--- src/lcs_pkg.sv ---
// Shared constants and types for the lithium-ion charge sequencer
package lcs_pkg;

	// ****************************************
	// Timeout counter
	// ****************************************
	localparam int          LCS_TMO_W     = 22;            // Counter width
	localparam logic [21:0] LCS_TMO_LAST  = 22'h3F_FFFF;   // Full timeout count
	localparam int          LCS_PRE_SHIFT = 3;             // Pre-charge limit is (last+1)/8

	// ****************************************
	// Charge current request, in percent
	// ****************************************
	localparam logic [6:0] LCS_PCT_FULL    = 7'h64;        // Full programmed rate
	localparam logic [6:0] LCS_PCT_TRICKLE = 7'h0A;        // Trickle rate
	localparam logic [6:0] LCS_PCT_NONE    = 7'h00;        // No charge
	localparam logic [3:0] LCS_FOLD_SPAN   = 4'hA;         // Degrees from limit to zero

	// ****************************************
	// Types
	// ****************************************
	// Comparator results from the analog front end, all active high
	typedef struct packed {
		logic supply_above_rise;      // Supply above power_on_threshold
		logic supply_above_cell;      // Supply at least the margin above the cell
		logic cell_below_precharge;   // Cell under the pre-charge threshold
		logic cell_at_regulation;     // Cell reached regulation_voltage
		logic cell_below_recharge;    // Cell under recharge_threshold
		logic current_at_termination; // Charge current down to termination_current
		logic program_pin_high;       // current_program_pin above upper limit
		logic program_pin_low;        // current_program_pin below lower limit
	} lcs_sense_t;

	// Sequencer states
	typedef enum logic [2:0] {
		LCS_OFF,      // Shutdown or no supply
		LCS_EVAL,     // New cycle, cell voltage check
		LCS_TRICKLE,  // Pre-charge
		LCS_CC,       // Constant current
		LCS_CV,       // Constant voltage
		LCS_EOC,      // End of charge, still charging
		LCS_INHIBIT,  // Charging ended, watching the cell
		LCS_FAULT     // Fault, charging stopped
	} lcs_state_t;

endpackage

--- src/lcs_charge_sequencer.sv ---
// Charge sequencer for a single lithium-ion cell
`timescale 1ns/1ps

// Functional notes
// Supply rising past threshold starts cycle
// Cell below pre-charge threshold enters trickle
// Trickle requests one tenth full rate
// Trickle past one eighth timeout faults
// Crossing pre-charge threshold starts full current
// Regulation voltage reached switches to CV
// Tenth-rate current enters EOC, releases indicator
// After EOC charge until timeout, stop
// Timeout before EOC is a fault
// Below recharge after end restarts cycle
// Inhibit watches cell, restarts below recharge
// Indicator pair encodes charging, done, fault
// Program pin out of range faults
// Fault holds until re-enable or power cycle
// Adapter present needs supply and margin
// Enable low shuts down, floating enables
// Thermal foldback scales current to zero
// 22-bit counter steps per oscillator period
// Timeout without completion pulls fault low
// Counter clears at every new cycle
// Pre-charge timeout when bit 19 sets
module lcs_charge_sequencer
	import lcs_pkg::*;
#(
	parameter logic [21:0] TIMEOUT_LAST = LCS_TMO_LAST  // Shorten for simulation
) (
	input  wire logic        clk_in,                   // 25 MHz system clock
	input  wire logic        rst_b_in,                 // Asynchronous reset, active low
	input  wire logic        en_in,                    // Enable pin, high when floating
	input  wire lcs_sense_t  sense_in,                 // Analog comparator results
	input  wire logic        osc_tick_in,              // Charge-timer oscillator output
	input  wire logic [3:0]  die_over_limit_in,        // Degrees above thermal limit
	output logic             charging_indicator_n_out, // Open-drain data, always low
	output logic             charging_indicator_oe_b_out, // Low while pulling low
	output logic             fault_n_out,              // Open-drain data, always low
	output logic             fault_oe_b_out,           // Low while pulling low
	output logic             adapter_present_output_out, // Adapter present
	output logic [6:0]       charge_pct_out,           // Current request in percent
	output logic             cv_mode_out,              // Hold regulation_voltage
	output lcs_state_t       state_out                 // Sequencer state
);

	// ****************************************
	// Input synchronisers
	// ****************************************
	lcs_sense_t sense_m_r;     // First stage
	lcs_sense_t sense_s_r;     // Stable comparator results
	logic [3:0] temp_m_r;      // First stage
	logic [3:0] temp_s_r;      // Stable temperature excess
	logic       en_m_r;        // First stage
	logic       en_s_r;        // Stable enable
	logic       tick_m_r;      // First stage
	logic       tick_s_r;      // Stable oscillator level
	logic       tick_d_r;      // Delayed oscillator level

	// Two flops on everything from the analog side
	always_ff @(posedge clk_in or negedge rst_b_in) begin
		if (!rst_b_in) begin
			sense_m_r <= '0;
			sense_s_r <= '0;
			temp_m_r  <= 4'h0;
			temp_s_r  <= 4'h0;
			en_m_r    <= 1'b0;
			en_s_r    <= 1'b0;
			tick_m_r  <= 1'b0;
			tick_s_r  <= 1'b0;
			tick_d_r  <= 1'b0;
		end else begin
			sense_m_r <= sense_in;
			sense_s_r <= sense_m_r;
			temp_m_r  <= die_over_limit_in;
			temp_s_r  <= temp_m_r;
			en_m_r    <= en_in;
			en_s_r    <= en_m_r;
			tick_m_r  <= osc_tick_in;
			tick_s_r  <= tick_m_r;
			tick_d_r  <= tick_s_r;
		end
	end

	// ****************************************
	// Derived conditions
	// ****************************************
	logic        live;         // Enabled and powered
	logic        pin_bad;      // Program pin out of range
	logic        osc_tick;     // One pulse per oscillator period
	logic        tmo_full;     // Full timeout reached
	logic        tmo_pre;      // Pre-charge timeout reached
	logic [21:0] tmo_count;    // Timeout count
	logic        charging;     // Charge delivered in this state
	lcs_state_t  state_r;      // Sequencer state
	lcs_state_t  state_nxt;    // Next state

	assign live     = en_s_r && sense_s_r.supply_above_rise;
	assign pin_bad  = sense_s_r.program_pin_high || sense_s_r.program_pin_low;
	assign osc_tick = tick_s_r && !tick_d_r;
	// One eighth of the full range, bit 19 at the default size
	assign tmo_pre  = (tmo_count >= 22'((23'(TIMEOUT_LAST) + 23'h00_0001) >> LCS_PRE_SHIFT));
	assign charging = (state_r == LCS_TRICKLE) || (state_r == LCS_CC) ||
		(state_r == LCS_CV) || (state_r == LCS_EOC);

	// ****************************************
	// Timeout counter
	// ****************************************
	// Cleared in the evaluation state, runs only while charging
	lcs_timeout_counter #(
		.LAST      (TIMEOUT_LAST)
	) u_timeout (
		.clk_in    (clk_in),
		.rst_b_in  (rst_b_in),
		.clr_in    (state_r == LCS_EVAL || !live),
		.run_in    (charging),
		.tick_in   (osc_tick),
		.count_out (tmo_count),
		.full_out  (tmo_full)
	);

	// ****************************************
	// Foldback arithmetic
	// ****************************************
	// Scale a percentage down linearly over the foldback span
	function automatic logic [6:0] fold(input logic [6:0] pct, input logic [3:0] over);
		logic [10:0] prod;
		prod = 11'h000;
		if (over >= LCS_FOLD_SPAN) begin
			fold = LCS_PCT_NONE;
		end else begin
			prod = 11'(pct) * 11'(LCS_FOLD_SPAN - over);
			fold = 7'(prod / 11'(LCS_FOLD_SPAN));
		end
	endfunction

	// ****************************************
	// Next state
	// ****************************************
	// Transitions; shutdown is handled in the state register
	always_comb begin
		state_nxt = state_r;
		unique case (state_r)
			// Power or enable just arrived
			LCS_OFF: begin
				state_nxt = LCS_EVAL;
			end
			// Check the cell before charging
			LCS_EVAL: begin
				if (pin_bad) begin
					state_nxt = LCS_FAULT;
				end else if (sense_s_r.cell_below_precharge) begin
					state_nxt = LCS_TRICKLE;
				end else begin
					state_nxt = LCS_CC;
				end
			end
			// Pre-charge a deeply discharged cell
			LCS_TRICKLE: begin
				if (pin_bad || tmo_pre) begin
					state_nxt = LCS_FAULT;
				end else if (!sense_s_r.cell_below_precharge) begin
					state_nxt = LCS_CC;
				end
			end
			// Full-rate charge
			LCS_CC: begin
				if (pin_bad || tmo_full) begin
					state_nxt = LCS_FAULT;
				end else if (sense_s_r.cell_at_regulation) begin
					state_nxt = LCS_CV;
				end
			end
			// Hold the regulation voltage
			LCS_CV: begin
				if (pin_bad || tmo_full) begin
					state_nxt = LCS_FAULT;
				end else if (sense_s_r.current_at_termination) begin
					state_nxt = LCS_EOC;
				end
			end
			// Top off until the timer ends
			LCS_EOC: begin
				if (pin_bad) begin
					state_nxt = LCS_FAULT;
				end else if (tmo_full) begin
					state_nxt = LCS_INHIBIT;
				end
			end
			// Watch the cell without charging
			LCS_INHIBIT: begin
				if (sense_s_r.cell_below_recharge) begin
					state_nxt = LCS_EVAL;
				end
			end
			// Stay until enable or power goes away
			LCS_FAULT: begin
				state_nxt = LCS_FAULT;
			end
		endcase
	end

	// State register, shutdown overrides everything
	always_ff @(posedge clk_in or negedge rst_b_in) begin
		if (!rst_b_in) begin
			state_r <= LCS_OFF;
		end else if (!live) begin
			state_r <= LCS_OFF;
		end else begin
			state_r <= state_nxt;
		end
	end

	// ****************************************
	// Status pins
	// ****************************************
	// Indicator pair follows the state
	always_ff @(posedge clk_in or negedge rst_b_in) begin
		if (!rst_b_in) begin
			charging_indicator_n_out    <= 1'b0;
			charging_indicator_oe_b_out <= 1'b1;
			fault_n_out                 <= 1'b0;
			fault_oe_b_out              <= 1'b1;
		end else begin
			charging_indicator_n_out    <= 1'b0;
			charging_indicator_oe_b_out <= !((state_nxt == LCS_TRICKLE) ||
				(state_nxt == LCS_CC) || (state_nxt == LCS_CV)) || !live;
			fault_n_out                 <= 1'b0;
			fault_oe_b_out              <= !(state_nxt == LCS_FAULT) || !live;
		end
	end

	// ****************************************
	// Charge request and adapter indicator
	// ****************************************
	// Request, mode and state copy lag the state register by one edge
	always_ff @(posedge clk_in or negedge rst_b_in) begin
		if (!rst_b_in) begin
			charge_pct_out             <= LCS_PCT_NONE;
			cv_mode_out                <= 1'b0;
			state_out                  <= LCS_OFF;
			adapter_present_output_out <= 1'b0;
		end else begin
			unique case (state_r)
				LCS_TRICKLE: charge_pct_out <= fold(LCS_PCT_TRICKLE, temp_s_r);
				LCS_CC, LCS_CV, LCS_EOC: charge_pct_out <= fold(LCS_PCT_FULL, temp_s_r);
				default: charge_pct_out <= LCS_PCT_NONE;
			endcase
			cv_mode_out                <= (state_r == LCS_CV) || (state_r == LCS_EOC);
			state_out                  <= state_r;
			adapter_present_output_out <= sense_s_r.supply_above_rise &&
				sense_s_r.supply_above_cell;
		end
	end
endmodule

--- src/lcs_timeout_counter.sv ---
// Timeout counter stepped by the charge-timer oscillator
`timescale 1ns/1ps
module lcs_timeout_counter
	import lcs_pkg::*;
#(
	parameter logic [21:0] LAST = LCS_TMO_LAST  // Count that marks the timeout
) (
	input  wire logic        clk_in,    // System clock
	input  wire logic        rst_b_in,  // Asynchronous reset, active low
	input  wire logic        clr_in,    // Clear to zero
	input  wire logic        run_in,    // Counting allowed
	input  wire logic        tick_in,   // One oscillator period elapsed
	output logic      [21:0] count_out, // Current count
	output logic             full_out   // Count has reached LAST
);

	// ****************************************
	// Counter
	// ****************************************
	// Clear wins, then step on each tick while run_in is high, holding at the last count
	always_ff @(posedge clk_in or negedge rst_b_in) begin
		if (!rst_b_in) begin
			count_out <= 22'h00_0000;
		end else if (clr_in) begin
			count_out <= 22'h00_0000;
		end else if (run_in && tick_in && (count_out != LAST)) begin
			count_out <= count_out + 22'h00_0001;
		end
	end

	// Timeout reached
	assign full_out = (count_out == LAST);
endmodule

--- config.mk ---
export PLATFORM = sky130hd
export DESIGN_NAME = lcs_charge_sequencer
export DESIGN_NICKNAME = d
export VERILOG_FILES = /design/src/lcs_pkg.sv /design/src/lcs_charge_sequencer.sv /design/src/lcs_timeout_counter.sv
export SDC_FILE = /design/constraint.sdc
export NUM_CORES = 1
export LEC_CHECK = 0
export BUFFER_PORTS_ARGS = -buffer_cell sky130_fd_sc_hd__buf_2
export CORE_UTILIZATION = 55
export DETAILED_ROUTE_END_ITERATION = 10
export PLACE_DENSITY = 0.8
export SETUP_SLACK_MARGIN = 0.15
export SYNTH_ARGS = -nofsm -noshare
export SYNTH_HDL_FRONTEND = slang
export SYNTH_HIERARCHICAL = 1
export SYNTH_SLANG_ARGS = --single-unit
--- constraint.sdc ---
create_clock -name clk_in -period 7.1 [get_ports clk_in]
set_input_delay 1.065 -clock clk_in [delete_from_list [all_inputs] [get_ports clk_in]]
set_output_delay 1.065 -clock clk_in [all_outputs]
set_load 0.01 [all_outputs]
==> impl_summary.log, run 1 <==
INFO  metric via_count = 5260
INFO  metric final_core_util = 0.704
INFO  metric synth_edf_count = 0
INFO  metric antenna_violating_nets_post_route = 0
INFO  metric fin_ws = -0.000900 ns
INFO  metric portion_of_the_clock_cycle_consumed_by_the_worst_path_in_the_final_layout = 1.00
INFO  metric final_cells = 800
INFO  metric final_period_minus_worst_setup_slack = 7.10 ns
INFO  metric grt_remaining_overflow = 0
INFO  metric clkSlewWorstSetupHoldPaths = 0.08 ns
INFO  metric skew = 0.0119 ns
INFO  metric post_synth.cell_area_avg = 8.99 sq um
INFO  metric critical_path.startpoint_type = flip-flop
INFO  metric whs_endpoint = sense_s_r[2]$_DFF_PN0_
INFO  metric layout.area.seq = 1710 sq um
INFO  metric synthSimpleGateAreaFrac = 0.226
INFO  metric timing.critical_path.cells = ha_2 -> xor2_4 -> ha_2 -> inv_1 -> fa_1 -> fa_1 -> inv_1 -> ha_4 -> and3b_2 -> or4_4 -> o211ai_4 -> nand3_4 -> a2111oi_0 -> o211ai_1 -> nor2_1 -> a21oi_1 -> a22o_1 -> and4_1 -> a211o_4 -> a31oi_1 -> a22oi_1 -> o31ai_1 -> a31oi_4
INFO  metric r2r-end = charge_pct_out[0]$_DFF_PN0_
INFO  metric hold-path-cell-count = 0
INFO  metric max_cap_violations = 0
INFO  metric syn_area = 5440 sq um
INFO  metric ctsHoldBuffers = 0
INFO  metric synthToLayoutAreaGrowth = 21.8%
INFO  metric hold_violations = 0
INFO  metric cts_num_sinks = 68
INFO  metric io_pins = 32
INFO  metric ws_path_type = reg2reg
INFO  metric drt_first_iter_violations = 482
INFO  metric drt_drc_violations_left = 0
INFO  metric worstPathBufferInverterCount = 2
INFO  metric critical-path-slowest-cell = fa_1
INFO  metric gpl.final_weighted_congestion = 0.961
INFO  metric crit_required = 7.31 ns
INFO  metric grt_util_all_layers = 0.273
INFO  metric totalWireLength = 14800 microns
INFO  metric clock_tree.root_cell = clkbuf_8
INFO  metric final_nets = 716
INFO  metric netlist_instances = 605
INFO  metric worst-slew-pin-transition = 0.807 ns
INFO  metric rrSetupSlack = -0.0009 ns
INFO  metric fp.dieW = 101 microns
INFO  metric worst_path_largest_cell_delay = 0.58 ns
INFO  metric port-buffer-count = 29
INFO  metric timing.fmax = 141 MHz
INFO  metric synth_xor_xnor_area_share = 0.0697
INFO  metric synth-seq-area-share = 0.313
INFO  metric number_of_buffers_between_clock_root_and_the_deepest_sink = 2
INFO  metric final.fill_count = 655
INFO  metric critical_path.max_fanout = 7
INFO  metric dieArea = 10300 sq um
INFO  metric post_route_cells_drive_above_1_share = 0.264
INFO  metric core.rowCount = 35
INFO  metric diodes = 0
INFO  metric initial_utilization = 0.578
INFO  metric timing.max_slew.rel_slack = 0.462
INFO  metric multiplexer_share_of_the_synthesized_area = 0.0235
INFO  metric clock_buffers_created_by_tritoncts = 9
INFO  metric drt_first_pass_iters = 7
INFO  metric synth-async-reset-ratio = 1.00
INFO  metric global_route_wire_length_before_repair = 22200 microns
INFO  metric synth_cell_types = 96
INFO  metric synth-compound-area-share = 0.243
INFO  metric grt_pass1_vias = 4821
INFO  metric run_status = finished with violations
INFO  metric tritoncts = done
INFO  metric placed_cells = 759
INFO  metric initial_antenna_violation_count = 0
INFO  metric clock_insertion_delay_worst_skew = 0.35 ns
INFO  metric holdCritPathClass = reg2reg
INFO  metric htree_num_levels = 3
INFO  metric finalMaxSlewViolations = 0
INFO  metric synth.ff_latch_count = 68
INFO  metric floorplan.die.height = 101 microns
INFO  metric timing.critical_path.to_type = flip-flop
INFO  metric finalSetupViolCount = 1
INFO  metric viasPerCell = 6.58
INFO  metric dp_hpwl = 9510 microns
INFO  metric fp.coreArea = 9420 sq um
INFO  metric routed_length_per_instance = 18.5 microns
INFO  metric reg2reg_from = temp_s_r[0]$_DFF_PN0_
INFO  metric failed_checks = negative setup slack
INFO  metric path_delay_family = compound AO/OA/AOI/OAI gates
INFO  metric multiInputGateArea = 3960 sq um
INFO  metric grt_start_max_net_pins = 69
INFO  metric postSynth.topFlopCell = dfrtp_1
INFO  metric yosysWarningCount = 6
INFO  metric hold_path.startpoint = sense_m_r[2]$_DFF_PN0_
INFO  metric synthAdderAreaFrac = 0.0869
INFO  metric timing.critical_path.arrival = 7.31 ns
INFO  metric dominant_combinational_cell_family_by_area_after_synthesis = compound AO/OA/AOI/OAI gates
INFO  metric rr_worst_depth = 23
INFO  metric fin_setup_tns = -0.000900 ns
-- registers in the layout, indices dropped and copies added (netlist names) --
name and flops:
state_out 3, tick_d_r 1, cv_mode_out 1, charge_pct_out 7, en_m_r 1, tick_s_r 1
sense_s_r 8, fault_oe_b_out 1, charging_indicator_oe_b_out 1, sense_m_r 8, temp_m_r 4, u_timeout/count_out 22
tick_m_r 1, adapter_present_output_out 1, temp_s_r 4, state_r 3, en_s_r 1
-- cell usage in the layout (no fill, tap or decap), drive strengths merged, types with 8 or more instances in the layout --
master / Yosys / layout
a211oi: 16 / 16
a21o: 9 / 10
a21oi: 38 / 38
a31oi: 15 / 15
and2: 8 / 8
buf: 9 / 69
clkbuf: 12 / 10
dfrtp: 66 / 66
ha: 29 / 29
inv: 24 / 24
nand2: 46 / 46
nand3: 24 / 24
nand4: 13 / 13
nor2: 58 / 58
nor2b: 8 / 8
nor3: 19 / 19
o211ai: 9 / 9
o21ai: 30 / 30
or3: 10 / 10
xnor2: 25 / 26
xor2: 11 / 11
-- worst reg2reg max path, stage by stage (launching register included) --
cell and delay, ns:
dfrtp_2 0.45, ha_2 0.28, xor2_4 0.21, ha_2 0.19, inv_1 0.05, fa_1 0.49, fa_1 0.58, inv_1 0.09
ha_4 0.29, and3b_2 0.24, or4_4 0.55, o211ai_4 0.24, nand3_4 0.20, a2111oi_0 0.54, o211ai_1 0.25, nor2_1 0.16
a21oi_1 0.14, a22o_1 0.31, and4_1 0.26, a211o_4 0.38, a31oi_1 0.21, a22oi_1 0.13, o31ai_1 0.57, a31oi_4 0.16
-- per-layer routing --
layer,up-vias,GRT usage,part of all wire
met2,285,0.449,0.48
met4,0,0.108,0.040
met1,2510,0.361,0.42
li1,2398,-,-
met3,67,0.0476,0.064
met5,-,0,0
-- kinds of logic (layout without fill, tap and decap cells) --
family | after synthesis | count (layout)
compound gates | 181 | 182
xor+xnor | 36 | 37
fa+ha+maj | 35 | 35
buf+inv | 46 | 109
flops | 68 | 68
mux | 12 | 12
other cells | 1 | 2
simple gates | 226 | 226
-- through the flow --
step / area [sq um] / setup slack (ns) / hold slack, ns
after floorplan: 5450 / 0.221 / 0.331
after global placement: 5770 / 0.333 / 0.332
after detailed placement: 5770 / -0.0536 / 0.335
after CTS: 6120 / 0.180 / 0.343
after global routing: 6630 / -0.237 / 0.348
final: 6630 / -0.000900 / 0.340
-- worst max-delay path by stage --
stage | end | depth (start not counted) | slack, ns | start
floorplan | charge_pct_out[0]$_DFF_PN0_ | 25 | 0.22 | temp_s_r[0]$_DFF_PN0_
detailed placement | charge_pct_out[0]$_DFF_PN0_ | 22 | -0.05 | temp_s_r[1]$_DFF_PN0_
finish | charge_pct_out[0]$_DFF_PN0_ | 23 | -0.0009 | temp_s_r[0]$_DFF_PN0_
global route | charge_pct_out[0]$_DFF_PN0_ | 23 | -0.24 | temp_s_r[0]$_DFF_PN0_
global placement | charge_pct_out[0]$_DFF_PN0_ | 22 | 0.33 | temp_s_r[1]$_DFF_PN0_
CTS | charge_pct_out[0]$_DFF_PN0_ | 22 | 0.18 | temp_s_r[1]$_DFF_PN0_
-- Yosys cell counts, types with 5 or more instances --
cell,n,share of area
dfrtp_1,66,0.30
nor2_1,58,0.040
nand2_1,45,0.031
a21oi_1,36,0.033
ha_1,29,0.067
inv_1,24,0.017
o21ai_0,23,0.021
xnor2_1,22,0.035
nand3_1,18,0.017
nor3_1,18,0.017
a31oi_1,15,0.017
a211oi_1,14,0.019
nand4_1,13,0.015
clkbuf_1,12,0.0083
xor2_1,10,0.016
a21o_1,9,0.012
or3_1,9,0.010
and2_1,8,0.0092
nor2b_1,8,0.0092
o211ai_1,8,0.011
a22oi_1,6,0.0083
mux2_2,6,0.012
mux2i_1,6,0.011
nand3_2,6,0.011
fa_1,5,0.018
nor4_1,5,0.0057
o21ai_1,5,0.0046
-- layout make-up --
type | count | area share
sequential | 68 | 0.258
tap | 129 | 0.0243
multi-input combinational | 494 | 0.597
inverter | 24 | 0.0142
clock buffer | 10 | 0.0193
clock inverter | 6 | 0.0168
timing repair buffer | 69 | 0.0710
-- repair_timing --
action	CTS	global route
cloned	0	2
endpoints found under the setup margin	1	2
endpoints found under the hold margin	0	0
resized for setup	14	58
pin swaps	5	25
setup buffers	5	18
Power of run 1 is not shown: default switching activity piles up to over one toggle a cycle in this logic, so the estimate is an artifact.
==> run 2, diff against run 1 <==
- PLACE_DENSITY: 0.8 -> 0.77
- REMOVE_ABC_BUFFERS: not set -> 1
- clock period: 7.1 -> 8.4 ns (I/O delays scaled with it)
==> run 2 against run 1 <==
  * Via count decreased by 8.0%
  * Final cell count decreased by 4.6%
  * Die area unchanged
  * Clock skew decreased by 0.0065 ns
  * Non-clock buffer count decreased by 35
  * Flip-flop and latch count unchanged
  * Register-to-register slack improved by 0.56 ns
  * The run now ends clean
  * Largest cell class unchanged
==> impl_summary.log, run 2 (synthesized netlist as in run 1, its figures left out) <==
INFO  metric dieArea = 10300 sq um
INFO  metric hold_violations = 0
INFO  metric fp.dieW = 101 microns
INFO  metric gpl.final_weighted_congestion = 0.927
INFO  metric grt_util_all_layers = 0.255
INFO  metric via_count = 4840
INFO  metric rrSetupSlack = 0.55 ns
INFO  metric layout.cells.most_common = dfrtp_1
INFO  metric clock_insertion_delay_worst_skew = 0.35 ns
INFO  metric reg2reg_from = temp_s_r[0]$_DFF_PN0_
INFO  metric cts_post_setup_buffers_inserted = 0
INFO  metric worst_path_largest_cell_delay = 0.87 ns
INFO  metric largest-register = u_timeout/count_out
INFO  metric core.rowCount = 35
INFO  metric global_route_wire_length_before_repair = 20700 microns
INFO  metric reg.largest.list = u_timeout/count_out (22), sense_m_r (8), sense_s_r (8)
INFO  metric dp_hpwl = 9180 microns
INFO  metric post_route_cells_drive_above_1_share = 0.156
INFO  metric diodes = 0
INFO  metric clock_tree.root_cell = clkbuf_8
INFO  metric drt_drc_violations_left = 0
INFO  metric clkSlewWorstSetupHoldPaths = 0.07 ns
INFO  metric power.leakage = 2.41 nW
INFO  metric path_common_cell = ha_1
INFO  metric run_status = finished clean
INFO  metric worst-slew-pin-transition = 0.881 ns
INFO  metric totalWireLength = 12500 microns
INFO  metric finalMaxSlewViolations = 0
INFO  metric largest_reg_flops = 22
INFO  metric timing.fmax = 127 MHz
INFO  metric drt_first_iter_violations = 248
INFO  metric initial_utilization = 0.578
INFO  metric port-buffer-count = 29
INFO  metric fp.coreArea = 9420 sq um
INFO  metric tritoncts = done
INFO  metric holdCritPathClass = reg2reg
INFO  metric floorplan.die.height = 101 microns
INFO  metric fin_setup_tns = 0 ns
INFO  metric grt_pass1_vias = 4401
INFO  metric critical-path-slowest-cell = fa_1
INFO  metric htree_num_levels = 3
INFO  metric rr_worst_depth = 22
INFO  metric synthToLayoutAreaGrowth = 8.19%
INFO  metric r2r-end = charge_pct_out[0]$_DFF_PN0_
INFO  metric timing.critical_path.from = temp_s_r[0]$_DFF_PN0_
INFO  metric timing.critical_path.arrival = 8.11 ns
INFO  metric initial_antenna_violation_count = 0
INFO  metric highest_count_cells_in_the_layout_ignoring_fill_and_taps = 66 x dfrtp_1, 58 x nor2_1, 45 x nand2_1
INFO  metric power_density = 406 nW/um^2
INFO  metric final_period_minus_worst_setup_slack = 7.85 ns
INFO  metric routed_length_per_instance = 16.4 microns
INFO  metric finalSetupViolCount = 0
INFO  metric io_pins = 32
INFO  metric viasPerCell = 6.34
INFO  metric grt_start_max_net_pins = 69
INFO  metric number_of_buffers_between_clock_root_and_the_deepest_sink = 2
INFO  metric portion_of_the_clock_cycle_consumed_by_the_worst_path_in_the_final_layout = 0.934
INFO  metric grt_setup_unrepaired = false
INFO  metric final_nets = 679
INFO  metric ws_path_type = reg2reg
INFO  metric endpoint_of_the_most_critical_setup_path = charge_pct_out[0]$_DFF_PN0_
INFO  metric worst_hold_slack = 0.347 ns
INFO  metric timing.critical_path.to_type = flip-flop
INFO  metric cts-resized-gates = 0
INFO  metric crit_required = 8.67 ns
INFO  metric timing.critical_path.cells = inv_1 -> ha_1 -> inv_1 -> ha_1 -> ha_1 -> ha_1 -> fa_1 -> nor3_1 -> or4_1 -> o211ai_4 -> nand3_2 -> nand2_2 -> mux2_2 -> or4_4 -> and3_4 -> a2bb2oi_4 -> xor2_1 -> mux2i_1 -> o21a_1 -> a221oi_2 -> or4_1 -> a31oi_1
INFO  metric timing.max_slew.rel_slack = 0.404
INFO  metric antenna_violating_nets_post_route = 0
INFO  metric critical_path.startpoint_type = flip-flop
INFO  metric ctsHoldBuffers = 0
INFO  metric clock_buffers_created_by_tritoncts = 9
INFO  metric final.fill_count = 758
INFO  metric skew = 0.00537 ns
INFO  metric grt_remaining_overflow = 0
INFO  metric drt_first_pass_iters = 5
INFO  metric max_cap_violations = 0
INFO  metric cts_num_sinks = 68
INFO  metric critical_path.max_fanout = 15
INFO  metric ir_drop_worst_vdd = 239 uV
==> run 2: cell types whose count changed in the layout (fill, tap and decap cells not counted), moves of 3 or more <==
cell,delta
a211oi_1,+3
a21oi_1,+4
a21oi_2,-3
buf_4,-33
dfrtp_1,+3
dfrtp_2,-3
ha_1,+5
ha_4,-3
nand3_2,+3
nand3_4,-3
o21ai_0,+3
xnor2_1,+3
xor2_1,+3
xor2_4,-4
==> run 2: how the worst min path moves through the flow <==
stage / start / to / slack, ns / depth (start not counted)
after floorplan: en_m_r$_DFF_PN0_ / en_s_r$_DFF_PN0_ / 0.33 / 0
after global placement: sense_m_r[3]$_DFF_PN0_ / sense_s_r[3]$_DFF_PN0_ / 0.33 / 0
after detailed placement: sense_m_r[0]$_DFF_PN0_ / sense_s_r[0]$_DFF_PN0_ / 0.34 / 0
after CTS: sense_m_r[1]$_DFF_PN0_ / sense_s_r[1]$_DFF_PN0_ / 0.35 / 0
after global routing: sense_m_r[1]$_DFF_PN0_ / sense_s_r[1]$_DFF_PN0_ / 0.35 / 0
final: sense_m_r[1]$_DFF_PN0_ / sense_s_r[1]$_DFF_PN0_ / 0.35 / 0
==> run 2: critical path: cells and delay by family (launching register included) <==
| kind | cells | cell delay [ns] |
|---|---|---|
| flops | 1 | 0.67 |
| simple gates | 7 | 2.29 |
| buf+inv | 2 | 0.36 |
| xor+xnor | 1 | 0.38 |
| compound gates | 5 | 1.07 |
| mux | 2 | 0.67 |
| fa+ha+maj | 5 | 2.30 |
==> run 2: metrics by stage <==
stage	util	setup WS (ns)	total power (W)	std cells	instance area (sq um)
2_1_floorplan	-	1.30	0.00174	584	5330
3_3_place_gp	0.603	0.923	0.00202	747	5680
3_5_place_dp	0.603	0.599	0.00206	747	5680
4_1_cts	0.624	0.515	0.00234	763	5870
5_1_grt	0.625	0.176	0.00256	763	5890
6_report	0.625	0.555	0.00239	763	5890
==> run 2: final cells by class <==
cell class / instances / area (sq um) / share of cell area
clock inverters: 6 / 65.1 / 0.0111
flip-flops and latches: 68 / 1700 / 0.290
inverters: 24 / 90.1 / 0.0153
repair buffers: 34 / 183 / 0.0310
well taps: 129 / 161 / 0.0274
multi-input cells: 492 / 3550 / 0.604
clock buffers: 10 / 128 / 0.0217
==> run 2: metal layers <==
metal / wire [microns] / vias to the layer above / GRT usage
li1: - / 2327 / -
met1: 5820 / 2316 / 0.350
met2: 5820 / 170 / 0.411
met3: 620 / 27 / 0.0455
met4: 252 / 0 / 0.0803
met5: 0 / - / 0
==> run 2: power breakdown <==
group / switching [W] / internal, W
clock: 0.000129 / 0.000137
combinational: 0.00111 / 0.000668
sequential: 0.00000885 / 0.000339
total: 0.00124 / 0.00114
Power figures use the tool's default switching activity.
==> run 3, diff against run 2 <==
- clock period: 8.4 -> 7.7 ns (I/O delays scaled with it)
==> run 3 against run 2 <==
  * Flip-flop and latch count unchanged
  * Die area unchanged
  * Critical path depth increased by 2
  * Largest cell class unchanged
  * Routed wire length increased by 4.6%
  * Setup slack got worse by 0.027 ns
  * Global-route usage increased by 1.5 points
  * Power increased by 18%
  * Combinational power increased by 16%
  * Non-clock buffer count increased by 12
  * Largest power group unchanged
  * Via count increased by 1.9%
  * Hold slack got worse by 0.0033 ns
  * Clock skew increased by 0.0076 ns
==> impl_summary.log, run 3 (synthesized netlist as in run 1, its figures left out) <==
INFO  metric io_pins = 32
INFO  metric finalSetupViolCount = 0
INFO  metric global_route_wire_length_before_repair = 22000 microns
INFO  metric drt_first_pass_iters = 5
INFO  metric largest_reg_flops = 22
INFO  metric grt_pass1_vias = 4610
INFO  metric cts_num_sinks = 68
INFO  metric dp_hpwl = 9310 microns
INFO  metric htree_num_levels = 3
INFO  metric drt_first_iter_violations = 392
INFO  metric crit_required = 7.96 ns
INFO  metric largest-register = u_timeout/count_out
INFO  metric fp.dieW = 101 microns
INFO  metric holdCritPathClass = reg2reg
INFO  metric ws_path_type = reg2reg
INFO  metric dp_worst_setup_slack = 0.388 ns
INFO  metric path_common_cell = ha_1
INFO  metric portion_of_the_clock_cycle_consumed_by_the_worst_path_in_the_final_layout = 0.931
INFO  metric core.rowCount = 35
INFO  metric fin_ws = 0.528 ns
INFO  metric layout.cells.most_common = dfrtp_1
INFO  metric hold_violations = 0
INFO  metric grt_start_max_net_pins = 69
INFO  metric timing.critical_path.arrival = 7.43 ns
INFO  metric floorplan.die.height = 101 microns
INFO  metric critical_path.startpoint_type = flip-flop
INFO  metric power.leakage = 2.51 nW
INFO  metric initial_utilization = 0.578
INFO  metric tritoncts = done
INFO  metric number_of_buffers_between_clock_root_and_the_deepest_sink = 2
INFO  metric fp.coreArea = 9420 sq um
INFO  metric grt_remaining_overflow = 0
INFO  metric grt_util_all_layers = 0.270
INFO  metric viasPerCell = 6.37
INFO  metric diodes = 0
INFO  metric critical_path.max_fanout = 11
INFO  metric clock_tree.root_cell = clkbuf_8
INFO  metric routed_length_per_instance = 16.9 microns
INFO  metric hold_path.startpoint = en_m_r$_DFF_PN0_
INFO  metric r2r-end = charge_pct_out[0]$_DFF_PN0_
INFO  metric whs_endpoint = en_s_r$_DFF_PN0_
INFO  metric worst_path_largest_cell_delay = 0.60 ns
INFO  metric drt_drc_violations_left = 0
INFO  metric clock_insertion_delay_worst_skew = 0.35 ns
INFO  metric fin_setup_tns = 0 ns
INFO  metric worst-slew-pin-transition = 0.795 ns
INFO  metric totalWireLength = 13100 microns
INFO  metric timing.critical_path.to_type = flip-flop
INFO  metric max_cap_violations = 0
INFO  metric rrSetupSlack = 0.53 ns
INFO  metric run_status = finished clean
INFO  metric synthToLayoutAreaGrowth = 12.6%
INFO  metric finalMaxSlewViolations = 0
INFO  metric hold-path-cell-count = 0
INFO  metric reg.largest.list = u_timeout/count_out (22), sense_m_r (8), sense_s_r (8)
INFO  metric rr_worst_depth = 24
INFO  metric skew = 0.0130 ns
INFO  metric gpl.final_weighted_congestion = 0.895
INFO  metric reg2reg_from = temp_s_r[1]$_DFF_PN0_
INFO  metric clkSlewWorstSetupHoldPaths = 0.08 ns
INFO  metric ctsHoldBuffers = 0
INFO  metric critical-path-slowest-cell = or4_1
INFO  metric initial_antenna_violation_count = 0
INFO  metric timing.fmax = 139 MHz
INFO  metric via_count = 4934
INFO  metric port-buffer-count = 29
INFO  metric power_density = 459 nW/um^2
INFO  metric timing.critical_path.cells = inv_1 -> ha_1 -> inv_1 -> ha_1 -> ha_1 -> fa_1 -> ha_1 -> a21oi_1 -> a21boi_0 -> or4_1 -> o211ai_2 -> buf_4 -> and3_1 -> nor3_2 -> or3_1 -> a31oi_1 -> o21ai_0 -> a22o_1 -> and4_1 -> a211o_1 -> a31oi_1 -> a22oi_1 -> or4_1 -> a31oi_1
INFO  metric final_nets = 691
INFO  metric final_period_minus_worst_setup_slack = 7.17 ns
INFO  metric ir_drop_worst_vdd = 303 uV
INFO  metric post_route_cells_drive_above_1_share = 0.186
INFO  metric timing.max_slew.rel_slack = 0.470
INFO  metric clock_buffers_created_by_tritoncts = 9
INFO  metric grt_setup_unrepaired = false
INFO  metric highest_count_cells_in_the_layout_ignoring_fill_and_taps = 65 x dfrtp_1, 57 x nor2_1, 45 x nand2_1
INFO  metric dieArea = 10300 sq um
INFO  metric antenna_violating_nets_post_route = 0
run 3: cell count changes in the layout (fill, tap and decap cells not counted), sizes merged:
cell      before  now
buf           34   46
bufinv         1    4
clkbuf        10    9
clkinv         4    2
clkinvlp       1    0
run 3: report_power, final:
group / switching, W / total, W / internal (W)
sequential: 0.00000912 / 0.000379 / 0.000370
combinational: 0.00127 / 0.00205 / 0.000784
clock: 0.000133 / 0.000380 / 0.000247
total: 0.00141 / 0.00281 / 0.00140
run 3: stage by stage:
stage	cells	utilization	power [W]	area (sq um)	hold WS [ns]
2_1_floorplan	584	-	0.00190	5330	0.331
5_1_grt	774	0.651	0.00303	6130	0.358
3_5_place_dp	753	0.608	0.00228	5720	0.336
3_3_place_gp	753	0.608	0.00224	5720	0.331
4_1_cts	768	0.636	0.00268	5980	0.346
6_report	774	0.651	0.00281	6130	0.343
run 3: layer usage:
layer  routed length, microns  track usage
met1                     5810        0.365
met2                     6380        0.447
met3                      709       0.0455
met4                      190       0.0825
met5                        0            0
run 3: worst max-delay path by stage:
| stage | depth (start not counted) | slack, ns | startpoint | to |
|---|---|---|---|---|
| 3_3_place_gp | 23 | 0.51 | temp_s_r[0]$_DFF_PN0_ | charge_pct_out[0]$_DFF_PN0_ |
| 3_5_place_dp | 22 | 0.39 | temp_s_r[0]$_DFF_PN0_ | charge_pct_out[0]$_DFF_PN0_ |
| 5_1_grt | 22 | 0.15 | temp_s_r[0]$_DFF_PN0_ | charge_pct_out[0]$_DFF_PN0_ |
| 4_1_cts | 22 | 0.34 | temp_s_r[0]$_DFF_PN0_ | charge_pct_out[0]$_DFF_PN0_ |
| 6_report | 24 | 0.53 | temp_s_r[1]$_DFF_PN0_ | charge_pct_out[0]$_DFF_PN0_ |
| 2_1_floorplan | 23 | 0.60 | temp_s_r[0]$_DFF_PN0_ | charge_pct_out[0]$_DFF_PN0_ |
run 3: what timing repair did:
action / 4_1_cts / 5_1_grt
gates resized for setup: 0 / 16
setup buffers: 0 / 6
endpoints found under the setup margin: 0 / 2
run 3: area by class of cell:
class	instances	area (sq um)
flip-flops and latches	68	1710
clock buffers	9	124
fillers	738	3290
repair buffers	46	285
clock inverters	6	138
multi-input cells	492	3620
inverters	24	90.1
well taps	129	161
run 3: critical path: cells and delay by family (launching register included):
family / cells / cell delay, ns
and+or+nand+nor: 6 / 2.00
buffers and inverters: 3 / 0.52
adders and majority gates: 5 / 1.79
AOI/OAI and AO/OA: 10 / 2.28
DFF: 1 / 0.48
